<file path="src/port_d_pkg.sv">
// package: register map, field positions, reset values and carrier structs for port d
package port_d_pkg;
    localparam int unsigned WIDTH = 8;
    localparam int unsigned ADDR_W = 4;
    // register indexes on the plain register port
    localparam logic [3:0] ADDR_PIN_DATA = 4'h0;
    localparam logic [3:0] ADDR_LATCH = 4'h1;
    localparam logic [3:0] ADDR_DIRECTION = 4'h2;
    localparam logic [3:0] ADDR_ANALOG = 4'h3;
    localparam logic [3:0] ADDR_CONFIG = 4'h4;
    localparam logic [3:0] ADDR_FUNC_EN = 4'h5;
    // reset values: all inputs, all analog
    localparam logic [7:0] DIRECTION_RST = 8'hFF;
    localparam logic [7:0] ANALOG_RST = 8'hFF;
    localparam logic [7:0] LATCH_RST = 8'h00;
    localparam logic [7:0] CONFIG_RST = 8'h20;
    localparam logic [7:0] FUNC_EN_RST = 8'h00;
    localparam logic [7:0] CONFIG_MASK = 8'hBF;
    // pin_config_high field
    localparam int unsigned CFG_EPWM2B_SEL = 5;
    // function enable register fields
    localparam int unsigned FE_SPI2 = 0;
    localparam int unsigned FE_I2C2 = 1;
    localparam int unsigned FE_CAPTURE_COMPARE_CH_FOUR = 2;
    localparam int unsigned FE_EPWM2B = 3;
    localparam int unsigned FE_EPWM2C = 4;
    localparam int unsigned FE_EPWM2D = 5;
    localparam int unsigned FE_EPWM1B = 6;
    // peripheral sources, per pin, in priority order (slot 0 highest unless the pin's PRIORITY_SWAP bit is set)
    localparam int unsigned SLOTS = 2;
    typedef struct packed {
        logic       spi_clock_two;
        logic       i2c_clock_two;
        logic       capture_compare_ch_four;
        logic       i2c_data_two;
        logic       spi_dout_two;
        logic       epwm_two_out_b;
        logic       epwm_two_out_c;
        logic       epwm_two_out_d;
        logic       epwm_one_out_b;
    } periph_out_s;
    typedef struct packed {
        logic       spi_clock_two;
        logic       i2c_clock_two;
        logic       capture_compare_ch_four;
        logic       spi_din_two;
        logic       i2c_data_two;
        logic       spi_select_two;
    } periph_in_s;
    typedef struct packed {
        logic [7:0] out;
        logic [7:0] oe;
    } pin_drive_s;
endpackage

</file>
<file path="src/pin_driver_select.sv">
// one pin's driver selection: highest priority enabled function wins, else the latch
`timescale 1ns/1ns
`default_nettype none
module pin_driver_select #(
    parameter bit SWAP_PRIORITY = 1'b0
) (
    // enables and values of the two function slots
    input  wire logic [1:0] func_en_in,
    input  wire logic [1:0] func_val_in,
    // latch and direction
    input  wire logic       latch_in,
    input  wire logic       dir_in,
    // selected drive
    output logic            pin_out,
    output logic            pin_oe_out
);
    wire  logic [1:0] en_ord;
    wire  logic [1:0] val_ord;
    assign en_ord     = SWAP_PRIORITY ? {func_en_in[0], func_en_in[1]} : func_en_in;
    assign val_ord    = SWAP_PRIORITY ? {func_val_in[0], func_val_in[1]} : func_val_in;
    assign pin_oe_out = ~dir_in;
    assign pin_out    = en_ord[0] ? val_ord[0] :
                        en_ord[1] ? val_ord[1] : latch_in;
endmodule
`default_nettype wire

</file>
<file path="src/port_d_gpio.sv">
// port d general purpose io with peripheral pin multiplexing
`timescale 1ns/1ns
`default_nettype none
module port_d_gpio #(
    parameter bit         PORT_PRESENT = 1'b1,
    parameter logic [7:0] PRIORITY_SWAP = 8'h00
) (
    // clock and reset
    input  wire logic                      clk_in,
    input  wire logic                      resetn_in,
    // register port
    input  wire logic [3:0]                reg_addr_in,
    input  wire logic [7:0]                reg_wdata_in,
    input  wire logic                      reg_write_in,
    input  wire logic                      reg_read_in,
    output logic      [7:0]                reg_rdata_out,
    // pins
    input  wire logic [7:0]                pin_in,
    output logic      [7:0]                pin_out,
    output logic      [7:0]                pin_oe_out,
    // peripheral side
    input  wire port_d_pkg::periph_out_s   periph_in,
    output port_d_pkg::periph_in_s         periph_out,
    output logic      [7:0]                analog_en_out,
    output logic                           epwm_two_b_alt_out
);
    logic [7:0] direction_reg_d;
    logic [7:0] output_latch_d;
    logic [7:0] analog_select_d;
    logic [7:0] pin_config_high;
    logic [7:0] func_en;
    logic [7:0] pin_filt;
    logic [7:0] pin_prev;
    logic [7:0] next_filt;
    port_d_pkg::pin_drive_s drive_q;
    port_d_pkg::periph_in_s next_pin_periph;

    wire logic       wr_data;
    wire logic       wr_latch;
    wire logic       wr_dir;
    wire logic       wr_ansel;
    wire logic       wr_cfg;
    wire logic       wr_fe;
    wire logic [7:0] pin_data_reg_d;
    wire logic [7:0] rd_mux;
    wire logic       b_default;
    wire logic [7:0] sel_out;
    wire logic [7:0] sel_oe;
    wire logic [7:0] tri_in;
    wire logic [15:0] slot_en;
    wire logic [15:0] slot_val;

    function automatic logic hit(input logic [3:0] a, input logic [3:0] b, input logic s);
        return s && (a == b) && PORT_PRESENT;
    endfunction

    assign wr_data  = hit(reg_addr_in, port_d_pkg::ADDR_PIN_DATA, reg_write_in);
    assign wr_latch = hit(reg_addr_in, port_d_pkg::ADDR_LATCH, reg_write_in);
    assign wr_dir   = hit(reg_addr_in, port_d_pkg::ADDR_DIRECTION, reg_write_in);
    assign wr_ansel = hit(reg_addr_in, port_d_pkg::ADDR_ANALOG, reg_write_in);
    assign wr_cfg   = hit(reg_addr_in, port_d_pkg::ADDR_CONFIG, reg_write_in);
    assign wr_fe    = hit(reg_addr_in, port_d_pkg::ADDR_FUNC_EN, reg_write_in);

    // digital read blocked on analog pins
    assign pin_data_reg_d = pin_filt & ~analog_select_d;

    assign rd_mux =
        !PORT_PRESENT ? 8'h00 :
        (reg_addr_in == port_d_pkg::ADDR_PIN_DATA)  ? pin_data_reg_d :
        (reg_addr_in == port_d_pkg::ADDR_LATCH)     ? output_latch_d :
        (reg_addr_in == port_d_pkg::ADDR_DIRECTION) ? direction_reg_d :
        (reg_addr_in == port_d_pkg::ADDR_ANALOG)    ? analog_select_d :
        (reg_addr_in == port_d_pkg::ADDR_CONFIG)    ? pin_config_high :
        (reg_addr_in == port_d_pkg::ADDR_FUNC_EN)   ? func_en : 8'h00;

    // pwm two b on pin 2 only when config bit clear (alternate pin)
    assign b_default = pin_config_high[port_d_pkg::CFG_EPWM2B_SEL];

    // per pin slots {slot1, slot0}; slot0 highest unless swapped
    assign slot_en[1:0]   = {1'b0, func_en[port_d_pkg::FE_SPI2] | func_en[port_d_pkg::FE_I2C2]};
    assign slot_val[1:0]  = {1'b0, func_en[port_d_pkg::FE_SPI2] ?
                             periph_in.spi_clock_two : periph_in.i2c_clock_two};
    assign slot_en[3:2]   = {func_en[port_d_pkg::FE_I2C2], func_en[port_d_pkg::FE_CAPTURE_COMPARE_CH_FOUR]};
    assign slot_val[3:2]  = {periph_in.i2c_data_two,
                             periph_in.capture_compare_ch_four};
    assign slot_en[5:4]   = {1'b0, func_en[port_d_pkg::FE_EPWM2B] & ~b_default};
    assign slot_val[5:4]  = {1'b0, periph_in.epwm_two_out_b};
    assign slot_en[7:6]   = {1'b0, func_en[port_d_pkg::FE_EPWM2C]};
    assign slot_val[7:6]  = {1'b0, periph_in.epwm_two_out_c};
    assign slot_en[9:8]   = {func_en[port_d_pkg::FE_SPI2], func_en[port_d_pkg::FE_EPWM2D]};
    assign slot_val[9:8]  = {periph_in.spi_dout_two, periph_in.epwm_two_out_d};
    assign slot_en[11:10] = {1'b0, func_en[port_d_pkg::FE_EPWM1B]};
    assign slot_val[11:10] = {1'b0, periph_in.epwm_one_out_b};
    assign slot_en[15:12] = 4'h0;
    assign slot_val[15:12] = 4'h0;

    genvar g;
    generate
        for (g = 0; g < 8; g++) begin : g_pin
            // analog select does not gate outputs
            pin_driver_select #(
                .SWAP_PRIORITY (PRIORITY_SWAP[g])
            ) u_sel (
                .func_en_in    (slot_en[2*g +: 2]),
                .func_val_in   (slot_val[2*g +: 2]),
                .latch_in      (output_latch_d[g]),
                .dir_in        (direction_reg_d[g]),
                .pin_out       (sel_out[g]),
                .pin_oe_out    (sel_oe[g])
            );
        end
    endgenerate

    // schmitt behaviour: level only changes after two equal samples
    assign next_filt = (pin_in == pin_prev) ? pin_in : pin_filt;
    assign tri_in    = direction_reg_d & ~analog_select_d;

    always_comb begin
        next_pin_periph = '0;
        next_pin_periph.spi_clock_two           = tri_in[0] & pin_filt[0];
        next_pin_periph.i2c_clock_two           = tri_in[0] & pin_filt[0];
        next_pin_periph.capture_compare_ch_four = tri_in[1] & pin_filt[1];
        next_pin_periph.spi_din_two             = ~analog_select_d[1] & pin_filt[1];
        next_pin_periph.i2c_data_two            = tri_in[1] & pin_filt[1];
        // ttl level select: raw sample, no hysteresis
        next_pin_periph.spi_select_two          = tri_in[3] & pin_prev[3];
    end

    always_ff @(posedge clk_in) begin
        if (!resetn_in) begin
            direction_reg_d <= port_d_pkg::DIRECTION_RST;
            analog_select_d <= port_d_pkg::ANALOG_RST;
            output_latch_d  <= port_d_pkg::LATCH_RST;
            pin_config_high <= port_d_pkg::CONFIG_RST;
            func_en         <= port_d_pkg::FUNC_EN_RST;
        end else begin
            if (wr_data || wr_latch) begin
                output_latch_d <= reg_wdata_in;
            end
            if (wr_dir) begin
                direction_reg_d <= reg_wdata_in;
            end
            if (wr_ansel) begin
                analog_select_d <= reg_wdata_in;
            end
            if (wr_cfg) begin
                pin_config_high <= reg_wdata_in & port_d_pkg::CONFIG_MASK;
            end
            if (wr_fe) begin
                func_en <= reg_wdata_in;
            end
        end
    end

    always_ff @(posedge clk_in) begin
        if (!resetn_in) begin
            pin_prev <= 8'h00;
            pin_filt <= 8'h00;
            drive_q  <= '0;
            periph_out <= '0;
            reg_rdata_out <= 8'h00;
            analog_en_out <= 8'h00;
            epwm_two_b_alt_out <= 1'b0;
        end else begin
            pin_prev <= pin_in;
            pin_filt <= next_filt;
            drive_q.out <= PORT_PRESENT ? sel_out : 8'h00;
            drive_q.oe  <= PORT_PRESENT ? sel_oe : 8'h00;
            periph_out <= next_pin_periph;
            reg_rdata_out <= reg_read_in ? rd_mux : 8'h00;
            analog_en_out <= PORT_PRESENT ? analog_select_d : 8'h00;
            epwm_two_b_alt_out <= ~b_default;
        end
    end

    assign pin_out    = drive_q.out;
    assign pin_oe_out = drive_q.oe;
endmodule
`default_nettype wire

</file>
<file path="config.mk">
export PLATFORM = sky130hd
export DESIGN_NAME = port_d_gpio
export DESIGN_NICKNAME = d
export VERILOG_FILES = /design/src/port_d_pkg.sv /design/src/pin_driver_select.sv /design/src/port_d_gpio.sv
export SDC_FILE = /design/constraint.sdc
export NUM_CORES = 1
export LEC_CHECK = 0
export BUFFER_PORTS_ARGS = -buffer_cell sky130_fd_sc_hd__buf_4
export CAP_MARGIN = 10
export CORE_MARGIN = 2
export CORE_UTILIZATION = 27
export CTS_CLUSTER_SIZE = 8
export DETAILED_ROUTE_END_ITERATION = 10
export PLACE_DENSITY = 0.48
export SLEW_MARGIN = 20
export SYNTH_ARGS = -nofsm -noshare
export SYNTH_HDL_FRONTEND = slang
export SYNTH_SLANG_ARGS = --single-unit
</file>
<file path="constraint.sdc">
create_clock -name clk_in -period 2.4 [get_ports clk_in]
set_input_delay 0.24 -clock clk_in [delete_from_list [all_inputs] [get_ports clk_in]]
set_output_delay 0.24 -clock clk_in [all_outputs]
set_load 0.02 [all_outputs]
</file>
==> flow_metrics.env, run 1 <==
export IMPL_whs_endpoint="pin_prev[2]$_SDFF_PN0_"
export IMPL_fin_skew_ns=0.00854
export IMPL_std_cell_rows=42
export IMPL_synth_edf_count=0
export IMPL_start_util=0.274
export IMPL_crit_path_start_kind="input port"
export IMPL_synthCells=380
export IMPL_path_clk_slew_ns=0.06
export IMPL_power_leakage_nw=1.96
export IMPL_grt_pass1_wl_mm=15.2
export IMPL_status="finished clean"
export IMPL_gr_usage_all_layers=0.140
export IMPL_pre_cts_ws_ns=0.490
export IMPL_worst_pin_slew_ns=0.634
export IMPL_path_cells="buf_4 > nand2b_1 > nor2_1 > nand2_1 > a21boi_0"
export IMPL_hold_class="input port to flip-flop"
export IMPL_first_pass_iters=4
export IMPL_cap_violations=0
export IMPL_place_congestion=0.794
export IMPL_rrSetupSlack_ns=0.93
export IMPL_met3_usage=0.0302
export IMPL_crit_fanout=28
export IMPL_postCtsSetupBuffers=0
export IMPL_ff2ff_path_depth=4
export IMPL_ys_seq_elements=92
export IMPL_vias_per_cell=4.52
export IMPL_drcViolationCount=0
export IMPL_antenna_found_initial=0
export IMPL_required_ns=2.67
export IMPL_io_pin_count=72
export IMPL_cts_path_max_buffers=2
export IMPL_synth_cell_types=40
export IMPL_fp_dieH_um=119
export IMPL_crit_type="input port to flip-flop"
export IMPL_irDropWorstVdd_mv=0.292
export IMPL_finalSetupViolations=0
export IMPL_cp_arrival_ns=1.83
export IMPL_io_buffers=71
export IMPL_layout_commonest_cell="dfxtp_1"
export IMPL_drt_total_wl_mm=9.55
export IMPL_root_buffer="clkbuf_16"
export IMPL_placedCellCount=606
export IMPL_utilization=0.348
export IMPL_hpwl_mm=6.74
export IMPL_grt_use_met2=0.229
export IMPL_nets=474
export IMPL_grt_use_met1=0.178
export IMPL_final_cell_mix="dfxtp_1 (92), buf_4 (72), nand2_1 (71)"
export IMPL_num_vias=2810
export IMPL_grt_setup_unrepaired="no"
export IMPL_drtIter0Drc=137
export IMPL_min_path_cells=3
export IMPL_wire_per_inst_um=15.4
export IMPL_die_area_mm2=0.0142
export IMPL_fmaxAchievable_ghz=0.639
export IMPL_cts_sinks=92
export IMPL_crit_path_end_kind="flip-flop"
export IMPL_post_route_min_period_ns=1.56
export IMPL_num_fill_cells=1366
export IMPL_ys_seq_area_frac=0.514
export IMPL_synth_warnings=0
export IMPL_cp_slowest_cell="nor2_1"
export IMPL_cts_tree="yes"
export IMPL_grt_pass1_vias=2785
export IMPL_postSynthAreaPerCell_um2=9.42
export IMPL_async_flop_share=0
export IMPL_insertedDiodeCount=0
export IMPL_setup_tns_ns=0
export IMPL_fin_cells=622
export IMPL_synthToLayoutAreaGrowth_pct=27.0
export IMPL_core_mm2=0.0131
export IMPL_timing_final_ws_setup_ns=0.836
export IMPL_ctsResizeCount=0
export IMPL_cts_hold_fix_buffers=0
export IMPL_netlist_area_mm2=0.00358
export IMPL_clock_latency_ns=0.35
export IMPL_final_hold_violation_count=0
export IMPL_cts_made_buffers=9
export IMPL_postRouteAntennaNets=0
export IMPL_synth_ff_type="dfxtp_1"
export IMPL_globalRouteOverflowTotal=0
export IMPL_layout_drive_gt1_share=0.202
export IMPL_r2r_start="pin_prev[6]$_SDFF_PN0_"
export IMPL_htreeDepth=3
export IMPL_grt_busiest_layer="met2"
export IMPL_rr_endpoint="pin_filt[3]$_SDFFE_PN0N_"
export IMPL_maxSlewViolCount=0
export IMPL_power_total_mw=3.35
export IMPL_min_from="pin_in[2]"
export IMPL_fin_crit_sh=0.652
export IMPL_critical_path_max_stage_delay_ns=0.62
export IMPL_syn_num_nets=413
export IMPL_slew_headroom=0.576
export IMPL_die_width_um=119
export IMPL_grt_max_degree=43
export IMPL_power_density_mw_per_mm2=735
## critical path: cells and delay by family
family	cells	cell delay, ns
AOI/OAI and AO/OA	1	0.17
buffers and inverters	1	0.23
and+or+nand+nor	3	1.19
## worst max-delay path by stage
| stage | startpoint | to | cells after the start |
|---|---|---|---|
| 2_1_floorplan | reg_addr_in[3] | analog_select_d[0]$_SDFFE_PN1P_ | 6 |
| 3_3_place_gp | reg_addr_in[3] | pin_config_high[0]$_SDFFE_PN0P_ | 5 |
| 3_5_place_dp | reg_addr_in[0] | pin_config_high[4]$_SDFFE_PN0P_ | 5 |
| 4_1_cts | reg_addr_in[0] | pin_config_high[4]$_SDFFE_PN0P_ | 5 |
| 5_1_grt | reg_addr_in[0] | pin_config_high[1]$_SDFFE_PN0P_ | 5 |
| 6_report | reg_addr_in[0] | pin_config_high[4]$_SDFFE_PN0P_ | 5 |
## layer usage
layer	wire (µm)	part of all wire
met1	4330	0.45
met2	4690	0.49
met3	423	0.044
met4	113	0.012
met5	0	0
## cells in the mapped netlist (2+ instances only)
cell type	count	share of area
a22oi_1	2	0.0042
buf_4	2	0.0042
nor4_1	2	0.0035
nor2_1	10	0.010
o31a_1	2	0.0049
mux2i_1	39	0.11
a21boi_0	14	0.029
nand3_1	8	0.011
and2_1	15	0.026
a221oi_1	3	0.0073
a22o_1	2	0.0049
xor2_1	8	0.020
o22ai_1	2	0.0035
inv_1	12	0.013
nand2_1	71	0.074
a21oi_1	4	0.0056
nor2b_1	23	0.040
o311ai_0	2	0.0049
o21ai_0	24	0.034
dfxtp_1	92	0.51
clkbuf_1	11	0.012
buf_6	2	0.0063
buf_2	6	0.0084
or3b_1	2	0.0049
a2111oi_0	2	0.0049
nand2b_1	6	0.010
## state kept, by name, indices dropped and copies added, names as in the netlist
signal and cells:
pin_oe_out 8, func_en 8, output_latch_d 8, analog_select_d 8, pin_out 8, pin_filt 8
pin_config_high 7, epwm_two_b_alt_out 1, analog_en_out 8, pin_prev 8, periph_out 4, reg_rdata_out 8
direction_reg_d 8
## logic make-up (layout without fill, tap and decap cells)
family | Yosys count | after routing | synth area share
multiplexers | 40 | 40 | 0.112
XOR/XNOR | 8 | 8 | 0.0196
buffers and inverters | 34 | 100 | 0.0440
AO/OA/AOI/OAI | 61 | 61 | 0.112
AND/OR/NAND/NOR | 145 | 145 | 0.198
flip-flops | 92 | 92 | 0.514
## area by class of cell
| cell class | count | area [µm²] | share of cell area |
|---|---|---|---|
| clock inverter | 4 | 72.6 | 0.0160 |
| inverter | 12 | 45.0 | 0.00990 |
| sequential | 92 | 1840 | 0.405 |
| multi-input combinational | 254 | 1580 | 0.348 |
| clock buffer | 12 | 246 | 0.0542 |
| tap | 176 | 220 | 0.0484 |
| timing repair buffer | 72 | 541 | 0.119 |
## where the power goes
part | switching, mW | internal [mW]
Combinational | 0.135 | 0.106
Clock | 0.585 | 0.940
Sequential | 0.0185 | 1.56
Total | 0.739 | 2.61
## per-stage QoR
stage / hold slack (ns) / area [µm²]
detailed placement: 0.410 / 4230
CTS: 0.106 / 4550
finish: 0.114 / 4550
global route: 0.113 / 4550
floorplan: 0.351 / 3580
global placement: 0.408 / 4230
No activity file was read; power rests on OpenSTA's default activity.
==> run 2, diff against run 1 <==
ABC_AREA = 1   (was default)
clock period = 1.6 ns   (was 2.4 ns; I/O delays follow)
==> flow_metrics.env, run 2 <==
export IMPL_status="finished clean"
export IMPL_first_pass_iters=5
export IMPL_synthCells=483
export IMPL_grt_pass1_wl_mm=15.8
export IMPL_netlist_area_mm2=0.00368
export IMPL_cap_violations=0
export IMPL_hpwl_mm=7.54
export IMPL_io_buffers=71
export IMPL_synth_area_leaders="dfxtp_1 (50%), inv_1 (8.5%), nand2_1 (8.3%)"
export IMPL_maxSlewViolCount=0
export IMPL_rr_endpoint="pin_filt[1]$_SDFFE_PN0N_"
export IMPL_fin_cells=737
export IMPL_grt_pass1_vias=3096
export IMPL_irDropWorstVdd_mv=0.563
export IMPL_multi_input_area_mm2=0.00141
export IMPL_seq_area_mm2=0.00184
export IMPL_cts_tree="yes"
export IMPL_cts_made_buffers=9
export IMPL_synth_cell_types=25
export IMPL_place_congestion=0.887
export IMPL_crit_path_end_kind="flip-flop"
export IMPL_layout_commonest_cell="dfxtp_1"
export IMPL_setup_tns_ns=0
export IMPL_path_clk_slew_ns=0.06
export IMPL_rrSetupSlack_ns=0.30
export IMPL_nets=589
export IMPL_io_pin_count=72
export IMPL_fin_crit_sh=0.812
export IMPL_async_flop_share=0
export IMPL_crit_fanout=8
export IMPL_root_buffer="clkbuf_16"
export IMPL_power_density_mw_per_mm2=1090
export IMPL_power_leakage_nw=2.39
export IMPL_syn_num_nets=516
export IMPL_die_width_um=121
export IMPL_worst_pin_slew_ns=0.486
export IMPL_power_total_mw=5.14
export IMPL_globalRouteOverflowTotal=0
export IMPL_grt_setup_unrepaired="no"
export IMPL_utilization=0.356
export IMPL_drcViolationCount=0
export IMPL_synth_top_area_share=0.500
export IMPL_htreeDepth=3
export IMPL_placedCellCount=721
export IMPL_slew_headroom=0.674
export IMPL_r2r_start="pin_prev[1]$_SDFF_PN0_"
export IMPL_gr_usage_all_layers=0.141
export IMPL_fin_skew_ns=0.00414
export IMPL_ys_seq_elements=92
export IMPL_synth_ff_type="dfxtp_1"
export IMPL_postSynthAreaPerCell_um2=7.62
export IMPL_required_ns=1.84
export IMPL_layout_drive_gt1_share=0.194
export IMPL_synth_edf_count=0
export IMPL_postCtsSetupBuffers=0
export IMPL_start_util=0.277
export IMPL_ff2ff_path_depth=6
export IMPL_fp_dieH_um=121
export IMPL_hold_class="input port to flip-flop"
export IMPL_wire_per_inst_um=13.2
export IMPL_antenna_found_initial=0
export IMPL_insertedDiodeCount=0
export IMPL_num_fill_cells=1403
export IMPL_clock_latency_ns=0.34
export IMPL_cts_hold_fix_buffers=0
export IMPL_drtIter0Drc=256
export IMPL_post_route_min_period_ns=1.30
export IMPL_synth_largest_area_cell="dfxtp_1"
export IMPL_std_cell_rows=42
export IMPL_startpoint="pin_prev[1]$_SDFF_PN0_"
export IMPL_vias_per_cell=4.39
export IMPL_ys_top_cells_by_count="dfxtp_1 (92), inv_1 (83), nand2_1 (81), nand3_1 (48), nor2_1 (46)"
export IMPL_ctsResizeCount=0
export IMPL_synthToLayoutAreaGrowth_pct=28.7
export IMPL_die_area_mm2=0.0146
export IMPL_core_mm2=0.0133
export IMPL_cp_arrival_ns=1.54
export IMPL_ys_seq_area_frac=0.500
export IMPL_final_cell_mix="dfxtp_1 (92), inv_1 (83), nand2_1 (81)"
export IMPL_cts_path_max_buffers=2
export IMPL_crit_type="flip-flop to flip-flop"
export IMPL_yosysMostFrequentCell="dfxtp_1"
export IMPL_crit_path_end="pin_filt[1]$_SDFFE_PN0N_"
export IMPL_num_vias=3232
export IMPL_synth_warnings=0
export IMPL_grt_max_degree=64
export IMPL_final_hold_violation_count=0
export IMPL_crit_path_start_kind="flip-flop"
export IMPL_postRouteAntennaNets=0
export IMPL_cts_sinks=92
export IMPL_drt_total_wl_mm=9.74
export IMPL_fmaxAchievable_ghz=0.769
export IMPL_finalSetupViolations=0
## run 2: final cells by class
class                      instances  area share
clock inverter                     6      0.0182
inverter                          84      0.0666
clock buffer                      10      0.0504
timing repair buffer              81       0.131
multi-input combinational        288       0.298
sequential                        92       0.389
tap                              176      0.0465
## run 2: per-layer routing
layer	GRT usage	up-vias	wire length, µm
met5	0	-	0
met4	0.0458	0	106
met3	0.0344	9	711
met2	0.217	80	4410
met1	0.195	1470	4520
li1	-	1673	-
## run 2: how the worst min path moves through the flow
| stage | from | end | cells after the start | slack, ns |
|---|---|---|---|---|
| 2_1_floorplan | pin_in[0] | pin_prev[0]$_SDFF_PN0_ | 2 | 0.25 |
| 3_3_place_gp | pin_in[7] | pin_prev[7]$_SDFF_PN0_ | 3 | 0.36 |
| 3_5_place_dp | pin_in[7] | pin_prev[7]$_SDFF_PN0_ | 3 | 0.36 |
| 4_1_cts | pin_in[7] | pin_prev[7]$_SDFF_PN0_ | 3 | 0.006 |
| 5_1_grt | pin_in[7] | pin_prev[7]$_SDFF_PN0_ | 3 | 0.03 |
| 6_report | pin_in[7] | pin_prev[7]$_SDFF_PN0_ | 3 | 0.01 |
## run 2: worst max-delay path, cell delays in order (launching register included)
cell	delay, ns
dfxtp_1	0.35
xnor2_1	0.12
nand2_1	0.07
nor2_1	0.38
nand3_1	0.14
nand2_1	0.10
nor2_1	0.04
## run 2: logic make-up after synthesis
logic type,count (synthesis),share of synthesized area
simple gates,190,0.230
flops,92,0.500
compound gates,88,0.130
xor+xnor,10,0.0238
buf+inv,103,0.116
## run 2: report_power, final
part	leakage (nW)	internal, mW	switching (mW)
sequential	0.750	2.35	0.0366
combinational	1.48	0.174	0.258
clock	0.159	1.41	0.910
## run 2: stage by stage
step	hold WS [ns]	setup WS (ns)	cell area (µm²)
finish	0.0102	0.300	4740
global route	0.0300	0.125	4740
CTS	0.00613	0.284	4740
detailed placement	0.363	0.193	4410
global placement	0.357	0.245	4410
floorplan	0.253	0.456	3680
==> run 3, diff against run 2 <==
PLACE_DENSITY = 0.49   (was 0.48)
clock period = 1.1 ns   (was 1.6 ns; I/O delays follow)
==> flow_metrics.env, run 3 (synthesized netlist as in run 2, its figures left out) <==
export IMPL_status="complete, but fails checks"
export IMPL_violations="negative setup slack"
export IMPL_synthToLayoutAreaGrowth_pct=37.5
export IMPL_finalSetupViolations=8
export IMPL_grt_pass1_wl_mm=16.4
export IMPL_rrSetupSlack_ns=-0.04
export IMPL_crit_fanout=8
export IMPL_final_hold_violation_count=0
export IMPL_combPwrFrac=0.101
export IMPL_required_ns=1.35
export IMPL_wire_per_inst_um=12.9
export IMPL_clock_power_share=0.427
export IMPL_drt_total_wl_mm=9.88
export IMPL_std_cell_rows=42
export IMPL_cts_path_max_buffers=2
export IMPL_final_cell_mix="buf_4 (95), dfxtp_1 (88), inv_1 (80)"
export IMPL_hpwl_mm=7.64
export IMPL_num_fill_cells=1415
export IMPL_power_leakage_nw=2.54
export IMPL_cts_sinks=92
export IMPL_fin_area_mm2=0.00506
export IMPL_path_clk_slew_ns=0.07
export IMPL_clock_latency_ns=0.34
export IMPL_p_int_mw=5.53
export IMPL_fmaxAchievable_ghz=0.881
export IMPL_crit_path_start_kind="flip-flop"
export IMPL_core_mm2=0.0133
export IMPL_min_path_cells=3
export IMPL_p_switching_mw=1.82
export IMPL_io_pin_count=72
export IMPL_start_util=0.277
export IMPL_first_pass_iters=4
export IMPL_cts_made_buffers=9
export IMPL_die_area_mm2=0.0146
export IMPL_power_density_mw_per_mm2=1450
export IMPL_die_width_um=121
export IMPL_crit_path_end_kind="flip-flop"
export IMPL_root_buffer="clkbuf_16"
export IMPL_layout_drive_gt1_share=0.252
export IMPL_nets=619
export IMPL_maxSlewViolCount=0
export IMPL_htreeDepth=3
export IMPL_crit_type="flip-flop to flip-flop"
export IMPL_drtIter0Drc=202
export IMPL_vias_per_cell=4.36
export IMPL_antenna_found_initial=0
export IMPL_ff2ff_path_depth=9
export IMPL_p_sw_frac=0.248
export IMPL_min_from="reg_wdata_in[3]"
export IMPL_slew_headroom=0.798
export IMPL_insertedDiodeCount=0
export IMPL_globalRouteOverflowTotal=0
export IMPL_post_route_min_period_ns=1.14
export IMPL_worst_pin_slew_ns=0.303
export IMPL_drcViolationCount=0
export IMPL_whs_endpoint="direction_reg_d[3]$_SDFFE_PN1P_"
export IMPL_rr_endpoint="pin_filt[6]$_SDFFE_PN0N_"
export IMPL_place_congestion=0.863
export IMPL_layout_commonest_cell="buf_4"
export IMPL_fin_skew_ns=0.00848
export IMPL_num_vias=3346
export IMPL_grt_pass1_vias=3258
export IMPL_irDropWorstVdd_mv=0.816
export IMPL_gr_usage_all_layers=0.146
export IMPL_r2r_start="pin_prev[3]$_SDFF_PN0_"
export IMPL_placed_cell_area_mm2=0.00460
export IMPL_setup_tns_ns=-0.207
export IMPL_cap_violations=0
export IMPL_grt_setup_unrepaired="yes"
export IMPL_cp_arrival_ns=1.38
export IMPL_grt_max_degree=36
export IMPL_fin_crit_sh=1.03
export IMPL_fp_dieH_um=121
export IMPL_share_seq_of_total_power=0.473
export IMPL_cts_tree="yes"
export IMPL_timing_final_ws_setup_ns=-0.0350
export IMPL_io_buffers=71
export IMPL_postRouteAntennaNets=0
export IMPL_hold_class="input port to flip-flop"
export IMPL_postCtsSetupBuffers=0
## run 3: stage by stage
stage | util | hold WS (ns) | cells | total power [mW] | worst slack, ns
floorplan | - | 0.203 | 483 | 3.90 | 0.00707
global placement | 0.346 | 0.312 | 740 | 4.24 | -0.182
detailed placement | 0.346 | 0.318 | 740 | 4.24 | -0.196
CTS | 0.378 | 0.000207 | 767 | 7.44 | -0.00442
global route | 0.381 | 0.0169 | 767 | 7.67 | -0.149
finish | 0.381 | 0.00322 | 767 | 7.35 | -0.0350
## run 3: area by class of cell
cell class                      count  area (µm²)  area share
Multi-Input combinational cell    288        1470       0.289
Sequential cell                    92        1850       0.365
Clock buffer                        9         225      0.0445
Clock inverter                      7        75.1      0.0148
Timing Repair Buffer              111         915       0.181
Inverter                           84         315      0.0623
Tap cell                          176         220      0.0435
## run 3: worst max path at each step
stage,startpoint,to,slack [ns],cells after the start
after floorplan,reg_addr_in[1],direction_reg_d[0]$_SDFFE_PN1P_,0.007,7
after global placement,reg_addr_in[3],reg_rdata_out[1]$_SDFF_PN0_,-0.18,10
after detailed placement,reg_addr_in[3],reg_rdata_out[1]$_SDFF_PN0_,-0.20,10
after CTS,pin_prev[1]$_SDFF_PN0_,pin_filt[2]$_SDFFE_PN0N_,-0.004,7
after global routing,pin_prev[3]$_SDFF_PN0_,pin_filt[3]$_SDFFE_PN0N_,-0.15,9
final,pin_prev[3]$_SDFF_PN0_,pin_filt[6]$_SDFFE_PN0N_,-0.04,9
## run 3: repair_timing
action | in CTS | in global routing
setup endpoints to repair | 8 | 11
endpoints found under the hold margin | 11 | 0
pin swaps | 8 | 12
resized for setup | 4 | 22
hold buffers | 11 | 0
## run 3: power by group through the flow
stage,Clock (mW),Sequential (mW),Combinational (mW)
6_report,3.13,3.47,0.740
5_1_grt,3.37,3.48,0.822
4_1_cts,3.23,3.47,0.734
3_5_place_dp,0,3.55,0.695
3_3_place_gp,0,3.55,0.690
2_1_floorplan,0,3.58,0.319
## run 3: routing by layer
layer	global-route usage	vias up	routed length, µm
met3	0.0373	11	581
met4	0.0538	0	179
li1	-	1736	-
met2	0.222	95	4340
met5	0	-	0
met1	0.200	1504	4780
## run 3: worst max-delay path, cell delays in order, from the launching register on
cell	delay [ns]
dfxtp_2	0.33
inv_1	0.05
nand2_1	0.06
nand2_2	0.06
inv_1	0.06
nand2_2	0.06
nor2_4	0.20
nand3_1	0.11
nand2_1	0.07
nor2_1	0.04
